===== src/core/gcr_map.svh =====
// Register map constants for the global control register bank
`ifndef GCR_MAP_SVH
`define GCR_MAP_SVH
`define GCR_BASE_ADDR 25'h010_8000
`define GCR_BASE_MASK 25'h1FF_F000
`define GCR_OFS_CLKCFG 12'h000
`define GCR_OFS_SRST 12'h008
`define GCR_OFS_ID 12'h00C
`define GCR_OFS_ISTAT 12'h010
`define GCR_OFS_IMASK 12'h014
`define GCR_BIT_CORE_FREQ 14
`define GCR_BIT_REF_HI 13
`define GCR_BIT_REF_LO 12
`define GCR_BIT_RCLK_DIS 8
`define GCR_BIT_SRST 18
`define GCR_BIT_IRQ 24
`define GCR_ID_DEV_HI 15
`define GCR_ID_DEV_LO 4
`define GCR_ID_REV_HI 3
`define GCR_ID_REV_LO 0
`define GCR_RST_BIT 1'b0
`define GCR_RST_CODE 2'h0
`define GCR_RST_WORD 32'h0000_0000
`define GCR_RST_HALF 16'h0000
`endif


===== src/core/gcr_pkg.sv =====
// Types for the global control register bank
package gcr_pkg;
   typedef enum logic [1:0] {
      GCR_REF_38M88_BYPASS,
      GCR_REF_19M44,
      GCR_REF_10M00,
      GCR_REF_77M76
   } gcr_ref_freq_t;

   typedef struct packed {
      logic core_clock_freq_select;
      gcr_ref_freq_t ref_input_freq_code;
      logic recovery_master_clock_disable;
      logic packet_core_soft_reset;
      logic packet_core_irq_mask;
      logic irq_sync1;
      logic irq_sync2;
   } gcr_ctl_t;

   typedef struct packed {
      logic [31:0] rdata;
      logic rvalid;
      logic [15:0] hi_latch;
   } gcr_rd_t;
endpackage : gcr_pkg


===== src/core/gcr_bus_if.sv =====
// Internal carrier for word reads between the bank and its read mux
`timescale 1ns/100ps
interface gcr_bus_if;
   logic [11:0] ofs;
   logic [31:0] word;
   logic hit;
   modport bank (output ofs, input word, input hit);
   modport mux (input ofs, output word, output hit);
endinterface : gcr_bus_if


===== src/core/gcr_read_mux.sv =====
// Combinational word read mux of the global register bank
`timescale 1ns/100ps
`include "gcr_map.svh"
module gcr_read_mux (
   gcr_bus_if.mux rd, // Offset in, word out
   input wire gcr_pkg::gcr_ctl_t ctl, // Control state
   input wire logic irq_status, // Synced core interrupt
   input wire logic [11:0] dev_code, // Boundary-scan device code low bits
   input wire logic [3:0] rev_code // Boundary-scan revision
);
   always_comb begin
      rd.word = `GCR_RST_WORD;
      rd.hit = 1'b1;
      case (rd.ofs)
         `GCR_OFS_CLKCFG: begin
            rd.word[`GCR_BIT_CORE_FREQ] = ctl.core_clock_freq_select;
            rd.word[`GCR_BIT_REF_HI:`GCR_BIT_REF_LO] =
               ctl.ref_input_freq_code;
            rd.word[`GCR_BIT_RCLK_DIS] = ctl.recovery_master_clock_disable;
         end
         `GCR_OFS_SRST: begin
            rd.word[`GCR_BIT_SRST] = ctl.packet_core_soft_reset;
         end
         `GCR_OFS_ID: begin
            rd.word[`GCR_ID_DEV_HI:`GCR_ID_DEV_LO] = dev_code;
            rd.word[`GCR_ID_REV_HI:`GCR_ID_REV_LO] = rev_code;
         end
         `GCR_OFS_ISTAT: begin
            rd.word[`GCR_BIT_IRQ] = irq_status;
         end
         `GCR_OFS_IMASK: begin
            rd.word[`GCR_BIT_IRQ] = ctl.packet_core_irq_mask;
         end
         default: begin
            rd.hit = 1'b0;
         end
      endcase
   end
endmodule : gcr_read_mux


===== src/core/gcr_top.sv =====
// Global control register bank: clock config, soft reset, id, irq gate
`timescale 1ns/100ps
`include "gcr_map.svh"
module gcr_top (
   ref_clk, // 20 MHz register bus clock
   reset, // Async active-high device reset
   clk_en, // Freezes all state while low
   addr, // Byte address of the access
   wdata, // Write data, low 16 used in 16-bit mode
   wr_en, // Write strobe, one cycle
   rd_en, // Read strobe, one cycle
   bus_width_select_pin, // High 32-bit, low 16-bit access
   system_clock_rate_pin, // High when 25 MHz system clock applied
   core_irq_req, // Packet core interrupt request, async
   dev_code, // Boundary-scan device code low 12 bits
   rev_code, // Boundary-scan revision bits
   rdata, // Read data
   rvalid, // Read data valid, one cycle
   core_clk_75m_sel, // Core clock 75 MHz when high
   ref_freq_code, // Reference input frequency code
   recovery_clk_run, // Recovery master clock enable
   packet_core_reset, // Holds packet core in reset
   irq_out // Device interrupt output, active high
);
   input wire logic ref_clk;
   input wire logic reset;
   input wire logic clk_en;
   input wire logic [24:0] addr;
   input wire logic [31:0] wdata;
   input wire logic wr_en;
   input wire logic rd_en;
   input wire logic bus_width_select_pin;
   input wire logic system_clock_rate_pin;
   input wire logic core_irq_req;
   input wire logic [11:0] dev_code;
   input wire logic [3:0] rev_code;
   output logic [31:0] rdata;
   output logic rvalid;
   output logic core_clk_75m_sel;
   output logic [1:0] ref_freq_code;
   output logic recovery_clk_run;
   output logic packet_core_reset;
   output logic irq_out;

   typedef struct packed {
      gcr_pkg::gcr_ctl_t ctl;
      gcr_pkg::gcr_rd_t rd;
      logic [15:0] wr_hi;
      logic core_clk_75m_sel;
      logic recovery_clk_run;
      logic irq_out;
   } gcr_state_t;

   gcr_state_t state_q;
   gcr_state_t state_d;
   gcr_bus_if rdbus ();

   logic bank_hit;
   logic [11:0] word_ofs;
   logic half_low;
   logic [31:0] wword;
   logic wr_commit;

   assign bank_hit = (addr & `GCR_BASE_MASK) == `GCR_BASE_ADDR;
   // halves: offset+0 is upper half, offset+2 lower, big-endian
   assign word_ofs = {addr[11:2], 2'b00};
   assign half_low = addr[1];
   assign rdbus.ofs = word_ofs;

   gcr_read_mux u_read_mux (
      .rd(rdbus.mux),
      .ctl(state_q.ctl),
      .irq_status(state_q.ctl.irq_sync2),
      .dev_code(dev_code),
      .rev_code(rev_code)
   );

   always_comb begin
      state_d = state_q;
      wword = wdata;
      wr_commit = 1'b0;
      state_d.rd.rvalid = 1'b0;
      // Two-flop sync of the core request
      state_d.ctl.irq_sync1 = core_irq_req;
      state_d.ctl.irq_sync2 = state_q.ctl.irq_sync1;
      if (wr_en && bank_hit) begin
         if (bus_width_select_pin) begin
            wr_commit = 1'b1;
         end else if (!half_low) begin
            // upper half held until lower half written
            state_d.wr_hi = wdata[15:0];
         end else begin
            wword = {state_q.wr_hi, wdata[15:0]};
            wr_commit = 1'b1;
         end
      end
      if (wr_commit) begin
         case (word_ofs)
            `GCR_OFS_CLKCFG: begin
               state_d.ctl.core_clock_freq_select =
                  wword[`GCR_BIT_CORE_FREQ];
               state_d.ctl.ref_input_freq_code = gcr_pkg::gcr_ref_freq_t'(
                  wword[`GCR_BIT_REF_HI:`GCR_BIT_REF_LO]);
               state_d.ctl.recovery_master_clock_disable =
                  wword[`GCR_BIT_RCLK_DIS];
            end
            `GCR_OFS_SRST: begin
               state_d.ctl.packet_core_soft_reset = wword[`GCR_BIT_SRST];
            end
            `GCR_OFS_IMASK: begin
               state_d.ctl.packet_core_irq_mask = wword[`GCR_BIT_IRQ];
            end
            default: begin
               // id, status and unmapped writes dropped
               state_d.wr_hi = state_q.wr_hi;
            end
         endcase
      end
      if (rd_en && bank_hit) begin
         state_d.rd.rvalid = 1'b1;
         if (bus_width_select_pin) begin
            state_d.rd.rdata = rdbus.word;
         end else if (!half_low) begin
            // upper half first; lower half copied to hi_latch, which the lower-half read does not use
            state_d.rd.rdata = {`GCR_RST_HALF, rdbus.word[31:16]};
            state_d.rd.hi_latch = rdbus.word[15:0];
         end else begin
            state_d.rd.rdata = {`GCR_RST_HALF, rdbus.word[15:0]};
         end
      end
      // rate pin low forces 50 MHz path
      state_d.core_clk_75m_sel = system_clock_rate_pin &
         state_d.ctl.core_clock_freq_select;
      state_d.recovery_clk_run = ~state_d.ctl.recovery_master_clock_disable;
      // masked output, fed only by the second sync flop
      state_d.irq_out = state_q.ctl.irq_sync2 &
         state_d.ctl.packet_core_irq_mask;
   end

   always_ff @(posedge ref_clk or posedge reset) begin
      if (reset) begin
         state_q.ctl.core_clock_freq_select <= `GCR_RST_BIT;
         state_q.ctl.ref_input_freq_code <= gcr_pkg::GCR_REF_38M88_BYPASS;
         state_q.ctl.recovery_master_clock_disable <= `GCR_RST_BIT;
         state_q.ctl.packet_core_soft_reset <= `GCR_RST_BIT;
         state_q.ctl.packet_core_irq_mask <= `GCR_RST_BIT;
         state_q.ctl.irq_sync1 <= `GCR_RST_BIT;
         state_q.ctl.irq_sync2 <= `GCR_RST_BIT;
         state_q.rd.rdata <= `GCR_RST_WORD;
         state_q.rd.rvalid <= `GCR_RST_BIT;
         state_q.rd.hi_latch <= `GCR_RST_HALF;
         state_q.wr_hi <= `GCR_RST_HALF;
         state_q.core_clk_75m_sel <= `GCR_RST_BIT;
         state_q.recovery_clk_run <= 1'b1;
         state_q.irq_out <= `GCR_RST_BIT;
      end else if (clk_en) begin
         state_q <= state_d;
      end
   end

   assign rdata = state_q.rd.rdata;
   assign rvalid = state_q.rd.rvalid;
   assign core_clk_75m_sel = state_q.core_clk_75m_sel;
   assign ref_freq_code = state_q.ctl.ref_input_freq_code;
   assign recovery_clk_run = state_q.recovery_clk_run;
   // core held in reset while bit set
   assign packet_core_reset = state_q.ctl.packet_core_soft_reset;
   assign irq_out = state_q.irq_out;
endmodule : gcr_top


===== config.mk =====
export PLATFORM = sky130hd
export DESIGN_NAME = gcr_top
export DESIGN_NICKNAME = d
export VERILOG_FILES = /design/src/core/gcr_pkg.sv /design/src/core/gcr_bus_if.sv /design/src/core/gcr_read_mux.sv /design/src/core/gcr_top.sv
export VERILOG_INCLUDE_DIRS = /design/src /design/src/core
export SDC_FILE = /design/constraint.sdc
export NUM_CORES = 1
export LEC_CHECK = 0
export BUFFER_PORTS_ARGS = -buffer_cell sky130_fd_sc_hd__buf_2
export CORE_ASPECT_RATIO = 0.7
export CORE_MARGIN = 2
export CORE_UTILIZATION = 42
export DETAILED_ROUTE_END_ITERATION = 7
export PLACE_DENSITY = 0.8
export SETUP_SLACK_MARGIN = 0.1
export SYNTH_ARGS = -nofsm -noshare
export SYNTH_HDL_FRONTEND = slang
export SYNTH_SLANG_ARGS = --single-unit

===== constraint.sdc =====
create_clock -name ref_clk -period 1.37 [get_ports ref_clk]
set_clock_uncertainty 0.05 [all_clocks]
set_input_delay 0 -clock ref_clk [delete_from_list [all_inputs] [get_ports ref_clk]]
set_output_delay 0 -clock ref_clk [all_outputs]
set_load 0.01 [all_outputs]

==> results of run 1 <==
[cells by family after synthesis]
kind of cell	Yosys count	share of synthesized area (%)
flops	32	43.3
buf+inv	46	16.9
mux	16	9.25
simple gates	81	24.6
compound gates	16	5.74
other cells	1	0.202
[synthesized netlist by cell type]
cell type	count	area share, %
nor2_1	7	1.4
or3_1	3	1.0
or3_2	1	0.41
nor4_1	1	0.34
inv_1	6	1.2
buf_2	2	0.54
dfstp_2	1	1.4
a32oi_1	1	0.47
nor3_4	1	0.88
conb_1	1	0.20
mux2_2	9	5.5
nor2_2	1	0.34
nor4b_2	1	0.81
or2_2	1	0.34
and2_1	1	0.34
and4_1	2	0.95
or2_0	1	0.34
o31ai_1	2	0.81
nor3b_1	1	0.41
and3_1	1	0.34
nor4b_1	2	0.95
a22oi_1	3	1.2
nand4_2	1	0.68
clkbuf_1	2	0.41
nor3_2	1	0.54
a21o_1	1	0.41
nor4_4	1	1.1
o2bb2ai_1	1	0.47
nor3_1	3	0.81
mux2i_1	7	3.8
nand3_1	16	4.3
nand2_1	31	6.3
a2bb2oi_1	1	0.47
o21ai_0	2	0.54
buf_6	1	0.61
a21oi_1	5	1.4
or4_1	1	0.41
or4_4	2	1.2
dfrtp_1	31	42
buf_4	35	14
nand4_1	1	0.34
[repair_timing]
action / CTS / global route
pin swaps: 1 / 3
buffers inserted: 1 / 0
gates resized for setup: 2 / 1
endpoints found under the hold margin: 55 / 0
hold buffers: 24 / 0
setup endpoints to repair: 27 / 29
[state kept, by name, indices dropped and copies added (netlist names)]
name               cells
rdata                 18
state_q                6
ref_freq_code          2
core_clk_75m_sel       1
irq_out                1
packet_core_reset      1
recovery_clk_run       1
rvalid                 1
state_d                1
[final timing paths]
kind | cells after the start | startpoint | to | slack [ps]
worst max-delay path | 6 | addr[8] | rdata[8] | -150
worst min-delay path | 4 | bus_width_select_pin | rdata[18] | 50
worst max register to register | 4 | packet_core_reset | rdata[18] | -10
worst min register to register | 2 | rdata[11] | rdata[11] | 410
max in group asynchronous | 4 | reset | recovery_clk_run | 630
min in group asynchronous | 4 | reset | rvalid | 320
[layout make-up]
class                   count  area share [%]
flip-flops and latches     32            29.9
multi-input cells         127            32.0
clock buffers               6            2.70
repair buffers            124            30.7
inverters                   6           0.839
well taps                  55            2.56
clock inverters             2            1.30
[power breakdown]
| group | total, mW | internal [mW] | switching (mW) |
|---|---|---|---|
| registers | 0.966 | 0.957 | 0.00865 |
| clock network | 0.880 | 0.539 | 0.340 |
| logic | 0.291 | 0.156 | 0.134 |
[tightest hold or removal path, cell delays in order]
cell and delay [ps]:
buf_2 110, inv_1 60, or3_1 100, o21ai_1 60
[per-layer routing]
layer	track usage [%]	wire length (microns)	up-vias
met5	0	0	-
met4	4.68	16	0
met3	4.87	246	3
met2	37.1	2440	60
met1	26.3	2200	811
li1	-	-	825
[stage by stage]
stage / total power, mW / hold slack [ps]
final: 2.14 / 47.4
after global routing: 2.24 / 63.7
after CTS: 2.16 / 33.6
after detailed placement: 1.22 / 61.0
after global placement: 1.21 / 51.9
after floorplan: 1.10 / 65.5
[cells in the final DEF (no fill, tap or decap), drive strengths merged, types with 7 or more instances in the layout]
cell and n:
nor2 8, nand2 31, mux2i 7, conb 14, nand3 16, dfrtp 31
mux2 9, dlygate4sd3 24, buf 100
==> results_dict.tcl, run 1 <==
set metrics [dict create \
    status "complete, but fails checks" \
    violations "negative setup slack" \
    rsz0062_at_grt "yes" \
    grt_max_degree 33 \
    die_h_microns 59.6 \
    drive_gt1_share_pct 44.8 \
    drt_iter0_markers 27 \
    gp_congestion 0.912 \
    fillers 369 \
    antenna_cells 0 \
    yosys_warnings 0 \
    cts_root_buf "clkbuf_8" \
    grt.total_usage_pct 20.8 \
    crit_type "input port to flop" \
    layout_min_cycle_time_ps 1520 \
    max_stage_delay_ps 540 \
    num_rows 20 \
    grt_pass1_vias 1662 \
    antenna_found_initial 0 \
    max_freq_ghz 0.656 \
    initial_utilization_pct 43.3 \
    die_area_sq_um 4970 \
    clock_latency_ps 280 \
    clock_sinks 32 \
    slew_violations 0 \
    overflow 0 \
    drc 0 \
    crit_path_end_kind "flop" \
    startpoint_type "input port" \
    powerDensity_nw_per_um2 796 \
    routedWlPerCell_microns 13.9 \
    crit_required_ps 1510 \
    p_leak_nw 1.44 \
    hold_violations 0 \
    nets 377 \
    finalNonFillerCells 352 \
    htreeDepth 2 \
    final-seq-area_sq_um 802 \
    clockBufferDepth 2 \
    fin_crit_sh_pct 111 \
    synth.avg_cell_area_sq_um 9.65 \
    placed_cell_area_sq_um 2320 \
    dp_cells 319 \
    area_growth_pct 44.9 \
    hold_path.class "input port to flop" \
    io_buffers 79 \
    fin_util_pct 62.7 \
    die-width_microns 83.4 \
    fin_area_sq_um 2690 \
    path_buf_inv 1 \
    cp_slowest_cell "or4_4" \
    syn_inst 192 \
    cts_buffers 5 \
    cts_tree "built" \
    vias_per_cell 4.83 \
    place_ws_ps -420 \
    ys_ff_latch 32 \
    setup_ws_ps -154 \
    synth_area_sq_um 1850 \
    worst-path-max-fanout 3 \
    worstPathArrival_ps 1660 \
    first_pass_iters 5 \
    clk_pin_slew_ps 60 \
    max_cap_violations 0 \
    ios 120 \
    yosys.cell_types.count 41 \
    vdd_drop_max_v 0.000657 \
    drtAntennaViolNets 0 \
    finalSetupTns_ps -1380 \
    wl_mm 4.90 \
    dp_hpwl_mm 3.62 \
    cp_cell_sequence "buf_6 > or4_4 > or4_4 > nor4b_4 > a21oi_1 > a21oi_1" \
    setup_viol 25 \
    fp.coreArea_sq_um 4280 \
    grt_pass1_wl_mm 7.85 \
    cpLargestDelayFamily "simple AND/OR/NAND/NOR gates" \
    vias 1699 \
    multiInputGateArea_sq_um 860 \
    ys_seq_area_share_pct 43.3 \
]
Note: power is estimated with default switching activity, not from simulation.
==> inputs of run 2 (changes only) <==
--- a/config.mk
+++ b/config.mk
@@ -16,3 +16,4 @@
 export SYNTH_ARGS = -nofsm -noshare
 export SYNTH_HDL_FRONTEND = slang
 export SYNTH_SLANG_ARGS = --single-unit
+export TNS_END_PERCENT = 10
==> run 2 against run 1 <==
Against the previous run: the run still ends with negative setup slack left; via count down 2.6%; maximum frequency up 3.2%; wire length decreased by 6.1%; die area did not move; clock power fell by 15%; utilization increased by 0.38 points; combinational power down 2%; setup slack better by 47 ps; design area is 0.61% higher; highest routed layer unchanged; register-to-register slack improved by 30 ps; first-iteration DRC count is 100% higher.
==> results_dict.tcl, run 2 (synthesis results as in run 1) <==
set metrics [dict create \
    finalSetupTns_ps -1180 \
    finalPower_mw 2.00 \
    r2r_cells 4 \
    max_cap_violations 0 \
    startpoint_type "input port" \
    r2r_slack_ps 20 \
    p_leak_nw 1.46 \
    die_area_sq_um 4970 \
    crit_path_end_kind "flop" \
    worst-path-max-fanout 4 \
    grt_max_degree 33 \
    grt_pass1_vias 1526 \
    die_h_microns 59.6 \
    drive_gt1_share_pct 45.6 \
    crit_type "input port to flop" \
    max_freq_ghz 0.677 \
    slew_violations 0 \
    htreeDepth 2 \
    overflow 0 \
    fin_area_sq_um 2700 \
    vdd_drop_max_v 0.000458 \
    initial_utilization_pct 43.3 \
    violations "negative setup slack" \
    vias_per_cell 4.72 \
    dp_hpwl_mm 3.35 \
    antenna_found_initial 0 \
    worstPathArrival_ps 1600 \
    holdPathStages 4 \
    routedWlPerCell_microns 13.1 \
    first_pass_iters 4 \
    layout_commonest_cell "buf_2" \
    num_rows 20 \
    cts_tree "built" \
    antenna_cells 0 \
    grt.total_usage_pct 19.4 \
    ios 120 \
    layout_min_cycle_time_ps 1480 \
    gp_congestion 0.842 \
    clock_latency_ps 280 \
    clk_pin_slew_ps 70 \
    io_buffers 79 \
    clock_sinks 32 \
    rr_endpoint "rdata[18]" \
    crit_required_ps 1490 \
    hold_violations 0 \
    rsz0062_at_grt "yes" \
    hold_path.class "input port to flop" \
    setup_viol 22 \
    fp.coreArea_sq_um 4280 \
    cts_buffers 5 \
    top_register "rdata" \
    holdWs_ps 29.7 \
    area_growth_pct 45.8 \
    status "complete, but fails checks" \
    fin_crit_sh_pct 108 \
    cts_root_buf "clkbuf_8" \
    vias 1655 \
    clockBufferDepth 2 \
    largest_reg_flops 18 \
    setup_ws_ps -107 \
    endpoint "state_q[72]" \
    grt_pass1_wl_mm 7.32 \
    nets 376 \
    drtAntennaViolNets 0 \
    r2r_start "packet_core_reset" \
    die-width_microns 83.4 \
    critPathLaunch "addr[9]" \
    placed_cell_area_sq_um 2230 \
    powerDensity_nw_per_um2 739 \
    drt_iter0_markers 55 \
    layout_common_cells "buf_2, nand2_1, dfrtp_1" \
    drc 0 \
    fin_util_pct 63.1 \
    wl_mm 4.60 \
]
==> run 2: cell types whose count changed in the layout (fill, tap and decap cells not counted), moves of 2 or more <==
cell,delta
mux2_2,-5
mux2_4,+5
buf_6,+3
buf_2,-2
buf_4,-2
nor4b_2,+2
nor4b_4,-2
==> run 2: worst max-delay path: stages <==
cell and delay, ps:
buf_6 100, or4_4 520, or2_4 290, nor4_4 200
buf_4 190, mux2_4 300
==> run 2: metal layers <==
layer	track usage, %	share of wire, %	vias to the layer above
met5	0	0	-
met4	6.32	1.2	0
met3	5.57	6.1	8
met2	32.1	48	58
met1	25.0	45	774
li1	-	-	815
==> run 2: per-stage QoR <==
step                setup slack [ps]  cells
global placement                -449    317
floorplan                       -275    205
finish                          -107    351
CTS                            -97.9    351
global route                    -177    351
detailed placement              -489    317
==> run 2: power breakdown <==
group	switching (mW)	total, mW	internal, mW
clock	0.345	0.745	0.400
sequential	0.00899	0.966	0.957
combinational	0.131	0.285	0.154
total	0.485	2.00	1.51
==> run 2: worst min-delay path by stage <==
stage / startpoint / endpoint
5_1_grt: addr[3] / rdata[24]
3_3_place_gp: reset / rdata[4]
3_5_place_dp: reset / rdata[4]
6_report: addr[3] / rdata[24]
4_1_cts: addr[3] / rdata[24]
2_1_floorplan: reset / core_clk_75m_sel
==> run 2: area by class of cell <==
cell class / count / area (sq um)
multi-input combinational: 127 / 882
clock inverter: 2 / 10.0
inverter: 6 / 22.5
sequential: 32 / 802
clock buffer: 6 / 82.6
tap: 55 / 68.8
timing repair buffer: 123 / 833
fill: 367 / 1580
==> run 2: repair_timing <==
action | in CTS | in global routing
pin swaps | 7 | 3
cloned | 0 | 0
setup endpoints to repair | 29 | 29
hold endpoints to repair | 56 | 0
hold buffers | 24 | 0
resized for setup | 15 | 10
setup buffers | 2 | 0
